### config.mk
export PLATFORM = sky130hd
export DESIGN_NAME = pss_supervisor
export DESIGN_NICKNAME = d
export VERILOG_FILES = /design/src/rtl/pss_pkg.sv /design/src/rtl/pss_supervisor.sv /design/src/rtl/pss_fifo.sv
export SDC_FILE = /design/constraint.sdc
export NUM_CORES = 1
export LEC_CHECK = 0
export BUFFER_PORTS_ARGS = -buffer_cell sky130_fd_sc_hd__buf_2
export CORE_AREA = 5 5 198 200
export CTS_CLUSTER_DIAMETER = 30
export DETAILED_ROUTE_END_ITERATION = 10
export DIE_AREA = 0 0 203 205
export GPL_TIMING_DRIVEN = 0
export PLACE_DENSITY = 0.87
export SYNTH_ARGS = -nofsm -noshare
export SYNTH_HDL_FRONTEND = slang
export SYNTH_SLANG_ARGS = --single-unit
### constraint.sdc
create_clock -name clk -period 3.3 [get_ports clk]
set_input_delay 0 -clock clk [delete_from_list [all_inputs] [get_ports clk]]
set_output_delay 0 -clock clk [all_outputs]
set_load 0.005 [all_outputs]
### src/rtl/pss_pkg.sv
/*
  pss_pkg: shared constants and types of the portable system supervisor.
  Assumes a 100 MHz core clock; all long intervals are counted in
  millisecond ticks produced by one prescaler in the top module.
*/
package pss_pkg;

  // core clock and millisecond time base
  localparam int CLK_PERIOD_NS = 10;
  localparam int MS_IN_NS      = 1000000;
  localparam int MS_CYCLES     = MS_IN_NS / CLK_PERIOD_NS;

  // supervisor intervals, in milliseconds
  localparam int RESET_HOLD_MS    = 250;
  localparam int OSC_START_MS     = 1000;
  localparam int WD_SHORT_MS      = 250;
  localparam int WD_MID_MS        = 500;
  localparam int WD_LONG_MS       = 1000;
  localparam int ADC_SLOT_MS      = 10;
  localparam int ADC_FIRST_MAX_MS = 488;
  localparam int UPD_QUIET_MS     = 244;

  // cycles allowed for the released reset line to settle through the synchroniser
  localparam logic [2:0] PB_SETTLE_CYCLES = 3'h4;

  // serial register map
  localparam logic [6:0] REG_CTRL = 7'h0b;
  localparam logic [6:0] REG_STAT = 7'h0c;
  localparam logic [6:0] REG_WD   = 7'h0d;
  localparam logic [6:0] REG_ADC  = 7'h0e;

  // field positions
  localparam int CTRL_OSC_BIT = 7;
  localparam int CTRL_WP_BIT  = 6;
  localparam int CTRL_AIS_HI  = 5;
  localparam int CTRL_AIS_LO  = 4;
  localparam int STAT_UPD_BIT = 7;
  localparam int CMD_WR_BIT   = 7;

  // writable bits and power-up values
  localparam logic [7:0] CTRL_MASK  = 8'hf0;
  localparam logic [7:0] WD_MASK    = 8'h03;
  localparam logic [7:0] CTRL_RESET = 8'h80;
  localparam logic [7:0] WD_RESET   = 8'h03;

  // reset supervisor states
  typedef enum logic [2:0] {
    RS_PFAIL  = 3'b000,
    RS_HOLD   = 3'b001,
    RS_RUN    = 3'b010,
    RS_PB_DEB = 3'b011,
    RS_PB_CHK = 3'b100,
    RS_PB_REL = 3'b101
  } pss_rst_state_type;

  // serial link states
  typedef enum logic [1:0] {
    SS_IDLE  = 2'b00,
    SS_CMD   = 2'b01,
    SS_READ  = 2'b10,
    SS_WRITE = 2'b11
  } pss_ser_state_type;

endpackage

### src/rtl/pss_supervisor.sv
/*
  pss_supervisor: memory enable gating, supply/pushbutton/watchdog reset,
  converter control and the three-wire register link.
  Assumes every pin input is asynchronous to clk; the analog inputs arrive as
  8-bit codes from a sampler and change slowly against the 10 ms slot.
*/
// How it works
// RL1: with enable in low, byte enables low pull matching memory enable outputs low.
// RL2: supply below trip forces memory enables high and memory supply to battery.
// RL3: after supply returns, memory stays blocked until recovery interval ends.
// RL4: supply out of tolerance drives the system reset line low.
// RL5: on recovery reset holds 250 ms, plus oscillator start when osc_disable set.
// RL6: outside reset, a falling edge on the line starts a 250 ms debounce pull.
// RL7: if still low after debounce, wait for release, then pull low 250 ms.
// RL8: strobe falling edge restarts watchdog; expiry pulls reset low 250 ms.
// RL9: watchdog counts its period as soon as reset goes inactive.
// RL10: period bits select 250, 500 or 1000 ms; 01 is 250; 00 disables.
// RL11: at power-up the watchdog runs with the 1000 ms period.
// RL12: host must strobe the watchdog faster than the shortest timeout.
// RL13: code 00 means ground, ff means reference, linear between.
// RL14: select 00 stops converter; otherwise results come within 488 ms, every 10 ms.
// RL15: a changed input select is taken at the next 10 ms slot.
// RL16: update-pending bit is 1 if an update comes soon, 0 if none for 244 ms.
// RL17: a serial read of the converter register defers its update until done.
// RL18: host should poll the pending bit before reading the converter register.
// RL19: chip select high starts a transfer; low ends it and floats data.
// RL20: input bits sampled at rising serial clock; outputs change after falling.
// RL21: bytes move lsb first; command byte first, top bit 0 means read.
// RL22: each data byte advances the address; after 0e it wraps to 00.
// RL23: command bits 6..0 are the address; top bit 1 means write.
// RL24: select 01, 10, 11 pick inputs 0, 1, 2.
// RL25: period pattern 10 gives 500 ms, pattern 11 gives 1000 ms.
// RL26: watchdog counter is cleared whenever reset is active.
`timescale 1ns/1ps
module pss_supervisor import pss_pkg::*; #(
  parameter int MS_TICK_CYCLES = MS_CYCLES,
  parameter int OSC_MS         = OSC_START_MS,
  parameter int FIFO_DEPTH     = 32
) (
  // clock and reset
  input  wire logic       clk,
  input  wire logic       resetn,
  // supply monitor and backup switch
  input  wire logic       supply_ok,
  output logic            mem_supply_on_battery,
  // memory enables, all active low
  input  wire logic       mem_enable_in_n,
  input  wire logic       upper_byte_enable_n,
  input  wire logic       lower_byte_enable_n,
  output logic            mem_enable_out_low_n,
  output logic            mem_enable_out_high_n,
  // system reset line, open drain
  input  wire logic       sys_reset_in_n,
  output logic            sys_reset_out_n,
  output logic            sys_reset_oe,
  // watchdog
  input  wire logic       watchdog_strobe_n,
  // converter inputs as sampled codes
  input  wire logic [7:0] analog_in_0,
  input  wire logic [7:0] analog_in_1,
  input  wire logic [7:0] analog_in_2,
  // three-wire link
  input  wire logic       ser_cs,
  input  wire logic       ser_clk,
  input  wire logic       ser_data_in,
  output logic            ser_data_out,
  output logic            ser_data_oe
);
  localparam int PW = $clog2(MS_TICK_CYCLES + 1);

  typedef struct packed {
    logic [1:0]            sup_s, cs_s, sck_s, sdi_s, stb_s, rsl_s, mei_s, ube_s, lbe_s;
    logic [2:0][7:0]       ain_a, ain_b;
    logic                  sck_d, stb_d, rsl_d;
    logic [PW-1:0]         pre;
    logic                  tick;
    pss_rst_state_type     rs;
    logic [10:0]           rcnt;
    logic [2:0]            settle;
    logic                  pu_block, rst_oe, rst_lvl;
    logic [10:0]           wcnt;
    logic [7:0]            ctrl, wd, adc, sample;
    logic [3:0]            slot;
    logic                  push;
    pss_ser_state_type     ss;
    logic [6:0]            addr, rd_addr;
    logic [2:0]            idx;
    logic [7:0]            sh, tx;
    logic                  sdo, sdo_oe;
    logic                  ceo_l, ceo_h, on_batt;
  } pss_state_type;

  pss_state_type q;
  pss_state_type next_q;
  logic          fifo_in_ready;
  logic          fifo_out_valid;
  logic [7:0]    fifo_out_data;
  logic          adc_lock;

  // period in ms for the two period bits
  function automatic logic [10:0] wd_period(input logic [1:0] td);
    case (td)
      2'b01:   wd_period = 11'(WD_SHORT_MS);  // [RL10]
      2'b10:   wd_period = 11'(WD_MID_MS);    // [RL25]
      2'b11:   wd_period = 11'(WD_LONG_MS);   // [RL25]
      default: wd_period = 11'h000;
    endcase
  endfunction

  // burst address step, shared by reads and writes
  function automatic logic [6:0] next_addr(input logic [6:0] a);
    next_addr = (a == REG_ADC) ? 7'h00 : a + 7'h01;  // [RL22]
  endfunction

  // converter results queue here while a read holds the register
  pss_fifo #(
    .WIDTH (8),
    .DEPTH (FIFO_DEPTH)
  ) u_fifo (
    .clk       (clk),
    .resetn    (resetn),
    .in_valid  (q.push),
    .in_data   (q.sample),
    .in_ready  (fifo_in_ready),
    .out_valid (fifo_out_valid),
    .out_data  (fifo_out_data),
    .out_ready (!adc_lock)
  );

  assign adc_lock = (q.ss == SS_READ) && (q.rd_addr == REG_ADC);  // [RL17]

  assign mem_supply_on_battery = q.on_batt;
  assign mem_enable_out_low_n  = q.ceo_l;
  assign mem_enable_out_high_n = q.ceo_h;
  assign sys_reset_out_n       = q.rst_lvl;
  assign sys_reset_oe          = q.rst_oe;
  assign ser_data_out          = q.sdo;
  assign ser_data_oe           = q.sdo_oe;

  // whole next state; synchronisers feed only their own second stage
  always_comb begin
    logic        blk;
    logic        sck_rise;
    logic        sck_fall;
    logic        pb_fall;
    logic        stb_fall;
    logic [7:0]  byte_in;
    logic [7:0]  rd_val;
    logic [10:0] per;
    blk      = 1'b0;
    sck_rise = 1'b0;
    sck_fall = 1'b0;
    pb_fall  = 1'b0;
    stb_fall = 1'b0;
    byte_in  = 8'h00;
    rd_val   = 8'h00;
    per      = 11'h000;
    next_q   = q;
    next_q.sup_s = {q.sup_s[0], supply_ok};
    next_q.cs_s  = {q.cs_s[0], ser_cs};
    next_q.sck_s = {q.sck_s[0], ser_clk};
    next_q.sdi_s = {q.sdi_s[0], ser_data_in};
    next_q.stb_s = {q.stb_s[0], watchdog_strobe_n};
    next_q.rsl_s = {q.rsl_s[0], sys_reset_in_n};
    next_q.mei_s = {q.mei_s[0], mem_enable_in_n};
    next_q.ube_s = {q.ube_s[0], upper_byte_enable_n};
    next_q.lbe_s = {q.lbe_s[0], lower_byte_enable_n};
    next_q.ain_a = {analog_in_2, analog_in_1, analog_in_0};
    next_q.ain_b = q.ain_a;
    next_q.sck_d = q.sck_s[1];
    next_q.stb_d = q.stb_s[1];
    next_q.rsl_d = q.rsl_s[1];
    sck_rise = q.sck_s[1] && !q.sck_d;
    sck_fall = !q.sck_s[1] && q.sck_d;
    pb_fall  = !q.rsl_s[1] && q.rsl_d;
    stb_fall = !q.stb_s[1] && q.stb_d;

    // millisecond time base
    next_q.tick = (q.pre == PW'(MS_TICK_CYCLES - 1));
    next_q.pre  = next_q.tick ? '0 : q.pre + 1'b1;

    // reset supervisor; supply loss preempts every state
    if (q.rcnt != 11'h000 && q.tick) begin
      next_q.rcnt = q.rcnt - 11'h001;
    end
    case (q.rs)
      RS_PFAIL: begin
        if (q.sup_s[1]) begin
          next_q.rs   = RS_HOLD;
          next_q.rcnt = q.ctrl[CTRL_OSC_BIT] ? 11'(RESET_HOLD_MS + OSC_MS)
                                             : 11'(RESET_HOLD_MS);  // [RL5]
        end
      end
      RS_HOLD: begin
        if (q.rcnt == 11'h000) begin
          next_q.rs       = RS_RUN;
          next_q.pu_block = 1'b0;  // [RL3]
        end
      end
      RS_RUN: begin
        per = wd_period(q.wd[1:0]);
        if (pb_fall) begin
          next_q.rs   = RS_PB_DEB;  // [RL6]
          next_q.rcnt = 11'(RESET_HOLD_MS);
        end else if (per != 11'h000 && stb_fall) begin
          next_q.wcnt = 11'h000;  // [RL8]
        end else if (per != 11'h000 && q.tick) begin
          // counting starts from zero at release of reset [RL9]
          if (q.wcnt + 11'h001 >= per) begin
            next_q.rs   = RS_HOLD;  // [RL8]
            next_q.rcnt = 11'(RESET_HOLD_MS);
          end else begin
            next_q.wcnt = q.wcnt + 11'h001;
          end
        end
      end
      RS_PB_DEB: begin
        next_q.settle = PB_SETTLE_CYCLES;
        if (q.rcnt == 11'h000) begin
          next_q.rs = RS_PB_CHK;
        end
      end
      RS_PB_CHK: begin
        // the line needs a few cycles to show its own level once released
        next_q.settle = q.settle - 3'h1;
        if (q.settle == 3'h0) begin
          next_q.rs = q.rsl_s[1] ? RS_RUN : RS_PB_REL;  // [RL7]
        end
      end
      RS_PB_REL: begin
        if (q.rsl_s[1]) begin
          next_q.rs   = RS_HOLD;  // [RL7]
          next_q.rcnt = 11'(RESET_HOLD_MS);
        end
      end
      default: next_q.rs = RS_PFAIL;
    endcase
    if (!q.sup_s[1]) begin
      next_q.rs       = RS_PFAIL;  // [RL4]
      next_q.pu_block = 1'b1;      // [RL3]
    end
    if (next_q.rs != RS_RUN) begin
      next_q.wcnt = 11'h000;  // [RL26]
    end
    next_q.rst_oe  = (next_q.rs != RS_RUN) && (next_q.rs != RS_PB_CHK)
                     && (next_q.rs != RS_PB_REL);
    next_q.rst_lvl = 1'b0;

    // memory enable gating and backup switch
    blk            = q.pu_block || !q.sup_s[1];                    // [RL2] [RL3]
    next_q.ceo_l   = blk || q.mei_s[1] || q.lbe_s[1];             // [RL1]
    next_q.ceo_h   = blk || q.mei_s[1] || q.ube_s[1];             // [RL1]
    next_q.on_batt = !q.sup_s[1];                                 // [RL2]

    // converter: each 10 ms slot reads the current select and takes one sample
    if (q.push && fifo_in_ready) begin
      next_q.push = 1'b0;
    end
    if (q.ctrl[CTRL_AIS_HI:CTRL_AIS_LO] == 2'b00) begin
      next_q.slot = 4'h0;  // [RL14]
    end else if (q.tick && !(q.push && !fifo_in_ready)) begin
      if (q.slot == 4'(ADC_SLOT_MS - 1)) begin
        next_q.slot    = 4'h0;
        next_q.sample  = q.ain_b[q.ctrl[CTRL_AIS_HI:CTRL_AIS_LO] - 2'b01];  // [RL24] [RL13] [RL15]
        next_q.push    = 1'b1;  // [RL14]
      end else begin
        next_q.slot = q.slot + 4'h1;
      end
    end
    if (fifo_out_valid && !adc_lock) begin
      next_q.adc = fifo_out_data;  // [RL17]
    end

    // register read view
    case (q.addr)
      REG_CTRL: rd_val = q.ctrl;
      REG_STAT: rd_val = {q.ctrl[CTRL_AIS_HI:CTRL_AIS_LO] != 2'b00 || fifo_out_valid
                          || q.push, 7'h00};  // [RL16]
      REG_WD:   rd_val = q.wd;
      REG_ADC:  rd_val = q.adc;
      default:  rd_val = 8'h00;
    endcase

    // three-wire link
    byte_in = {q.sdi_s[1], q.sh[7:1]};  // [RL21]
    case (q.ss)
      SS_IDLE: begin
        if (q.cs_s[1]) begin
          next_q.ss  = SS_CMD;  // [RL19]
          next_q.idx = 3'h0;
        end
      end
      SS_CMD: begin
        if (sck_rise) begin
          next_q.sh  = byte_in;  // [RL20]
          next_q.idx = q.idx + 3'h1;
          if (q.idx == 3'h7) begin
            next_q.addr = byte_in[6:0];  // [RL23]
            next_q.ss   = byte_in[CMD_WR_BIT] ? SS_WRITE : SS_READ;  // [RL21] [RL23]
          end
        end
      end
      SS_READ: begin
        if (sck_fall) begin
          next_q.sdo_oe = 1'b1;
          next_q.idx    = q.idx + 3'h1;
          if (q.idx == 3'h0) begin
            next_q.tx      = rd_val;
            next_q.rd_addr = q.addr;
            next_q.sdo     = rd_val[0];  // [RL20] [RL21]
            next_q.addr    = next_addr(q.addr);  // [RL22]
          end else begin
            next_q.sdo = q.tx[q.idx];
          end
        end
      end
      SS_WRITE: begin
        if (sck_rise) begin
          next_q.sh  = byte_in;
          next_q.idx = q.idx + 3'h1;
          if (q.idx == 3'h7) begin
            if (q.addr == REG_CTRL) begin
              next_q.ctrl = byte_in & CTRL_MASK;
            end else if (q.addr == REG_WD && !q.ctrl[CTRL_WP_BIT]) begin
              next_q.wd = byte_in & WD_MASK;  // [RL10]
            end
            next_q.addr = next_addr(q.addr);  // [RL22]
          end
        end
      end
      default: next_q.ss = SS_IDLE;
    endcase
    if (!q.cs_s[1]) begin
      next_q.ss      = SS_IDLE;  // [RL19]
      next_q.sdo_oe  = 1'b0;
      next_q.rd_addr = 7'h7f;
    end
  end

  // one register bank for all state; power-up defaults
  always_ff @(posedge clk or negedge resetn) begin
    if (!resetn) begin
      q          <= '0;
      q.ctrl     <= CTRL_RESET;
      q.wd       <= WD_RESET;  // [RL11]
      q.rs       <= RS_PFAIL;
      q.pu_block <= 1'b1;
      q.rst_oe   <= 1'b1;
      q.ceo_l    <= 1'b1;
      q.ceo_h    <= 1'b1;
      q.on_batt  <= 1'b1;
      q.rd_addr  <= 7'h7f;
    end else begin
      q <= next_q;
    end
  end

  property p_ceo_word;
    @(posedge clk) disable iff (!resetn)
    (!q.pu_block && q.sup_s[1] && !q.mei_s[1] && !q.lbe_s[1] && !q.ube_s[1])
      |=> (!mem_enable_out_low_n && !mem_enable_out_high_n);
  endproperty
  a_ceo_word: assert property (p_ceo_word) else $error("word enable not passed"); // [RL1]

  property p_pfail_block;
    @(posedge clk) disable iff (!resetn)
    !q.sup_s[1] |=> (mem_enable_out_low_n && mem_enable_out_high_n
                     && mem_supply_on_battery && sys_reset_oe);
  endproperty
  a_pfail_block: assert property (p_pfail_block) else $error("supply loss not handled"); // [RL2]

  property p_pu_block;
    @(posedge clk) disable iff (!resetn)
    q.pu_block |=> (mem_enable_out_low_n && mem_enable_out_high_n);
  endproperty
  a_pu_block: assert property (p_pu_block) else $error("memory open during recovery"); // [RL3]

  property p_pfail_rst;
    @(posedge clk) disable iff (!resetn)
    (q.rs == RS_PFAIL) |-> sys_reset_oe;
  endproperty
  a_pfail_rst: assert property (p_pfail_rst) else $error("reset not driven on fail"); // [RL4]

  property p_recover_hold;
    @(posedge clk) disable iff (!resetn)
    (q.rs == RS_PFAIL && q.sup_s[1] && !q.ctrl[CTRL_OSC_BIT])
      |=> (q.rs == RS_HOLD && q.rcnt == 11'(RESET_HOLD_MS));
  endproperty
  a_recover_hold: assert property (p_recover_hold) else $error("wrong recovery hold"); // [RL5]

  property p_pb_start;
    @(posedge clk) disable iff (!resetn)
    (q.rs == RS_RUN && q.sup_s[1] && !q.rsl_s[1] && q.rsl_d)
      |=> (q.rs == RS_PB_DEB && sys_reset_oe);
  endproperty
  a_pb_start: assert property (p_pb_start) else $error("pushbutton edge missed"); // [RL6]

  property p_wd_expire;
    @(posedge clk) disable iff (!resetn)
    (q.rs == RS_RUN && q.sup_s[1] && q.rsl_s[1] && q.tick && q.wd[1:0] == 2'b01
     && q.wcnt == 11'(WD_SHORT_MS - 1) && !(!q.stb_s[1] && q.stb_d))
      |=> (q.rs == RS_HOLD && q.rcnt == 11'(RESET_HOLD_MS));
  endproperty
  a_wd_expire: assert property (p_wd_expire) else $error("watchdog expiry missed"); // [RL8]

  property p_wd_clear;
    @(posedge clk) disable iff (!resetn)
    (q.rs != RS_RUN) |-> (q.wcnt == 11'h000);
  endproperty
  a_wd_clear: assert property (p_wd_clear) else $error("watchdog count kept in reset"); // [RL26]

  property p_adc_hold;
    @(posedge clk) disable iff (!resetn)
    adc_lock |=> $stable(q.adc);
  endproperty
  a_adc_hold: assert property (p_adc_hold) else $error("converter changed mid read"); // [RL17]

  property p_cs_float;
    @(posedge clk) disable iff (!resetn)
    !q.cs_s[1] |=> !ser_data_oe;
  endproperty
  a_cs_float: assert property (p_cs_float) else $error("data driven without select"); // [RL19]

  property p_wrap;
    @(posedge clk) disable iff (!resetn)
    (q.cs_s[1] && q.ss == SS_WRITE && q.sck_s[1] && !q.sck_d && q.idx == 3'h7
     && q.addr == REG_ADC) |=> (q.addr == 7'h00);
  endproperty
  a_wrap: assert property (p_wrap) else $error("address did not wrap"); // [RL22]

  c_pb_release: cover property (@(posedge clk) disable iff (!resetn)
    q.rs == RS_PB_REL ##1 q.rs == RS_HOLD);
  c_wd_expire: cover property (@(posedge clk) disable iff (!resetn)
    q.rs == RS_RUN ##1 q.rs == RS_HOLD);
  c_adc_update: cover property (@(posedge clk) disable iff (!resetn)
    fifo_out_valid && !adc_lock);
  c_read_adc: cover property (@(posedge clk) disable iff (!resetn)
    adc_lock && fifo_out_valid);
endmodule

### src/rtl/pss_fifo.sv
/*
  pss_fifo: small synchronous FIFO with a registered read port.
  Assumes one clock; valid/ready on both sides; the output register is a
  stage of its own, so up to DEPTH words sit in storage plus one at the output.
*/
`timescale 1ns/1ps
module pss_fifo #(
  parameter int WIDTH = 8,
  parameter int DEPTH = 32
) (
  // clock and reset
  input  wire logic             clk,
  input  wire logic             resetn,
  // fill side
  input  wire logic             in_valid,
  input  wire logic [WIDTH-1:0] in_data,
  output logic                  in_ready,
  // drain side
  output logic                  out_valid,
  output logic [WIDTH-1:0]      out_data,
  input  wire logic             out_ready
);
  localparam int AW = $clog2(DEPTH);

  typedef struct packed {
    logic [DEPTH-1:0][WIDTH-1:0] mem;
    logic [AW:0]                 wp;
    logic [AW:0]                 rp;
    logic                        ov;
    logic [WIDTH-1:0]            od;
  } pss_fifo_state_type;

  pss_fifo_state_type q;
  pss_fifo_state_type next_q;
  logic [AW:0]        fill;
  logic               stored;
  logic               load;

  // honest full and empty from the pointer difference
  assign fill      = q.wp - q.rp;
  assign stored    = (fill != '0);
  assign in_ready  = (fill != (AW+1)'(DEPTH));
  assign out_valid = q.ov;
  assign out_data  = q.od;
  assign load      = stored && (!q.ov || out_ready);

  // pointer and output register update
  always_comb begin
    next_q = q;
    if (in_valid && in_ready) begin
      next_q.mem[q.wp[AW-1:0]] = in_data;
      next_q.wp                = q.wp + 1'b1;
    end
    if (load) begin
      next_q.od = q.mem[q.rp[AW-1:0]];
      next_q.ov = 1'b1;
      next_q.rp = q.rp + 1'b1;
    end else if (out_ready) begin
      next_q.ov = 1'b0;
    end
  end

  always_ff @(posedge clk or negedge resetn) begin
    if (!resetn) begin
      q <= '0;
    end else begin
      q <= next_q;
    end
  end
endmodule

==> results.cfg <==
[power_and_ir_drop]
pwr-share-seq = 0.376
power_switching_mw = 3.33
intPower_mw = 12.0
p_per_area_nw_per_um2 = 588
swShare = 0.218
ir_drop_mv = 0.564
pwr-share-comb = 0.018
power_frac_clock = 0.606
cellLeakagePower_nw = 12.1

[place]
place_congestion = 0.873
dpl.cell_count = 2018
place_ws_ns = -0.722
port_buffers = 40
dp_hpwl_um = 31600

[synth]
ys_types = 72
yosysWarnings = 0
synth_area_sq_um = 21000
yosysTopAreaCell = dfrtp_1
syn-num-nets = 1575
ys.flop_type = dfrtp_1
ys_top_cells_by_area = dfrtp_1, mux2_1, mux4_2, mux2_2, ha_1
async_flop_share = 1.00
avgSynthCellArea_sq_um = 14.0
syn_inst = 1501
synthTopCellsByCount = dfrtp_1, mux2_1, nand2_1
synth_seq_area_share = 0.549
synth_top_cell_area_share = 0.530
ys_ff_latch = 460
yosysMostFrequentCell = dfrtp_1
synth_edf_count = 0

[clock_network]
cts_buffer_depth = 3
cts_made_buffers = 84
clock_sinks = 460
insertion_delay_ns = 0.61
h-tree-depth = 3
clkTransAtPathRegs_ns = 0.06
clk_root_buffer_cell = clkbuf_16
tritoncts = yes

[worst_hold_path]
hp-class = input pin to async pin

[worst_setup_path]
worstSetupStartpointType = flip-flop
reg2reg_slack_ns = -0.20
critical_path_peak_fanout = 10
crit_type = flip-flop to flip-flop
timing.rr.end = q[79]
cp-end-kind = flip-flop
critPathArrivalTime_ns = 4.02
slowest_delay_ns = 0.45
r2r_cells = 13
worstPathCellList = ha_4, and2_4, nand2_4, nor2_1, xor2_1, ha_1, a21o_1, a21oi_2, nand3_1, nor4b_4, buf_4, o21ai_0, a21oi_1
critPathSlowestCell = dfrtp_1
r2r_start = q[77]
crit_required_ns = 3.82

[route]
vias = 14700
ant_nets = 1
wl_um = 62100
drt-initial-drc-count = 1383
wire_per_inst_um = 27.8
dr.pass1.iters = 7
post-route-drc-count = 0
vias_per_cell = 6.58

[timing]
timing.final.max_slew_violations = 0
setup-tns-final_ns = -1.57
period_minus_slack_ns = 3.50
worstMarginPinSlew_ns = 1.29
maxSlewHeadroom = 0.141
finalHoldViolCount = 0
setup_viol = 51
fmax_mhz = 286
finalWorstSetupSlack_ns = -0.203
rsz0062_at_grt = true
fin_crit_sh = 1.06
finalClockSkew_ns = 0.0372

[layout]
area_delta_synth_final_pct = 23.9
drive_above_1_share = 0.316
nets = 1758
multi_input_area_sq_um = 9430
num-fill-cells = 2065
regArea_sq_um = 11500
finish.utilization = 0.699
finalNonFillerCells = 2231

[grt]
grt_max_degree = 124
grt_pass1_wl_um = 92500
antenna_found_initial = 2
grt_overflow_total = 0
grt_pass1_vias = 15900
track_usage = 0.289

[outcome]
status = finished with violations
violations = antenna rules, setup timing

[die]
initial_core_util = 0.564
core_sq_um = 37200
die_w_um = 203
io_pins = 42
row_count = 71
die_area_sq_um = 41600
die_h_um = 205

[run]
max_cap_violations = 0
final cells by class:
cell class / count / area share
Sequential cell: 460 / 0.443
Clock inverter: 49 / 0.0288
Tap cell: 474 / 0.0228
Multi-Input combinational cell: 924 / 0.362
Buffer: 79 / 0.0171
Inverter: 36 / 0.00519
Clock buffer: 104 / 0.0876
Timing Repair Buffer: 99 / 0.0324
Antenna cell: 6 / 0.000577
worst max-delay path: cells and delay by family (launching register included):
family                     cells  cell delay [ns]
and+or+nand+nor                5             1.11
AOI/OAI and AO/OA              4             0.85
adders and majority gates      2             0.50
DFF                            1             0.45
buffers and inverters          1             0.27
xor gates and xnor gates       1             0.24
routing by layer:
metal | global-route usage | part of all wire | vias to the layer above | wire (um)
li1 | - | - | 5843 | -
met1 | 0.335 | 0.34 | 7507 | 21300
met2 | 0.495 | 0.50 | 991 | 31200
met3 | 0.0641 | 0.078 | 343 | 4830
met4 | 0.172 | 0.075 | 0 | 4660
met5 | 0 | 0 | - | 0
cells in the final DEF, fill, tap and decap left out, types with 19 or more instances in the layout:
cell type        n
nand3_4         29
o21ai_0         55
nand2_1         99
xor2_1          20
dfrtp_1        442
dlygate4sd3_1   34
mux2_4          39
xnor2_1         20
ha_1            31
inv_1           35
mux2_2          91
buf_2           50
nor2b_1         19
mux2i_1         24
nor2_1          48
clkbuf_16       87
buf_4           21
mux4_2          82
mux2_1         145
clkbuf_1        59
worst max path at each step:
| stage | startpoint | endpoint | slack, ns | cells after the start |
|---|---|---|---|---|
| after floorplan | u_fifo.q[10] | u_fifo.q[41] | 0.1 | 13 |
| after global placement | resetn | next_q[134] | -6.39 | 1 |
| after detailed placement | u_fifo.q[10] | u_fifo.q[139] | -0.72 | 13 |
| after CTS | u_fifo.q[10] | u_fifo.q[22] | 0.01 | 13 |
| after global routing | q[77] | q[79] | -0.32 | 13 |
| final | q[77] | q[79] | -0.20 | 13 |
timing repair:
| action | in CTS | in global routing |
|---|---|---|
| endpoints found under the setup margin | 313 | 288 |
| hold buffers | 34 | 0 |
| setup buffers | 12 | 7 |
| pin swaps | 6 | 14 |
| hold endpoints to repair | 130 | 0 |
| gates cloned | 2 | 1 |
| resized for setup | 59 | 61 |
cells by family after synthesis:
kind of cell,Yosys count,synth area share
AND/OR/NAND/NOR,320,0.0944
adder cells (fa/ha/maj),39,0.0232
AO/OA/AOI/OAI,142,0.0453
XOR/XNOR,41,0.0171
buffers and inverters,117,0.0241
other,1,0.000179
flip-flops,460,0.549
multiplexers,381,0.247
power by group through the flow:
stage | clock network, mW | logic [mW] | registers (mW)
finish | 9.28 | 0.271 | 5.76
global route | 9.58 | 0.306 | 5.76
CTS | 9.25 | 0.268 | 5.75
detailed placement | 0 | 0.227 | 5.84
global placement | 0 | 0.203 | 5.84
floorplan | 0 | 0.0647 | 5.83
stage by stage:
stage / hold slack (ns) / instance area (sq um) / power, mW
final: 0.00475 / 26000 / 15.3
after global routing: 0.0239 / 26000 / 15.6
after CTS: 0.0130 / 25600 / 15.3
after detailed placement: 0.0755 / 21900 / 6.07
after global placement: 0.107 / 21800 / 6.04
after floorplan: -0.296 / 21000 / 5.89
registers in the layout, summed over array words and instances, names as in the netlist:
name                   count
u_fifo.q                 268
q                        141
next_q                    36
u_fifo.out_data            8
mem_enable_out_high_n      1
mem_enable_out_low_n       1
mem_supply_on_battery      1
ser_data_oe                1
ser_data_out               1
sys_reset_oe               1
u_fifo.out_valid           1
(Power assumes the default switching activity.)
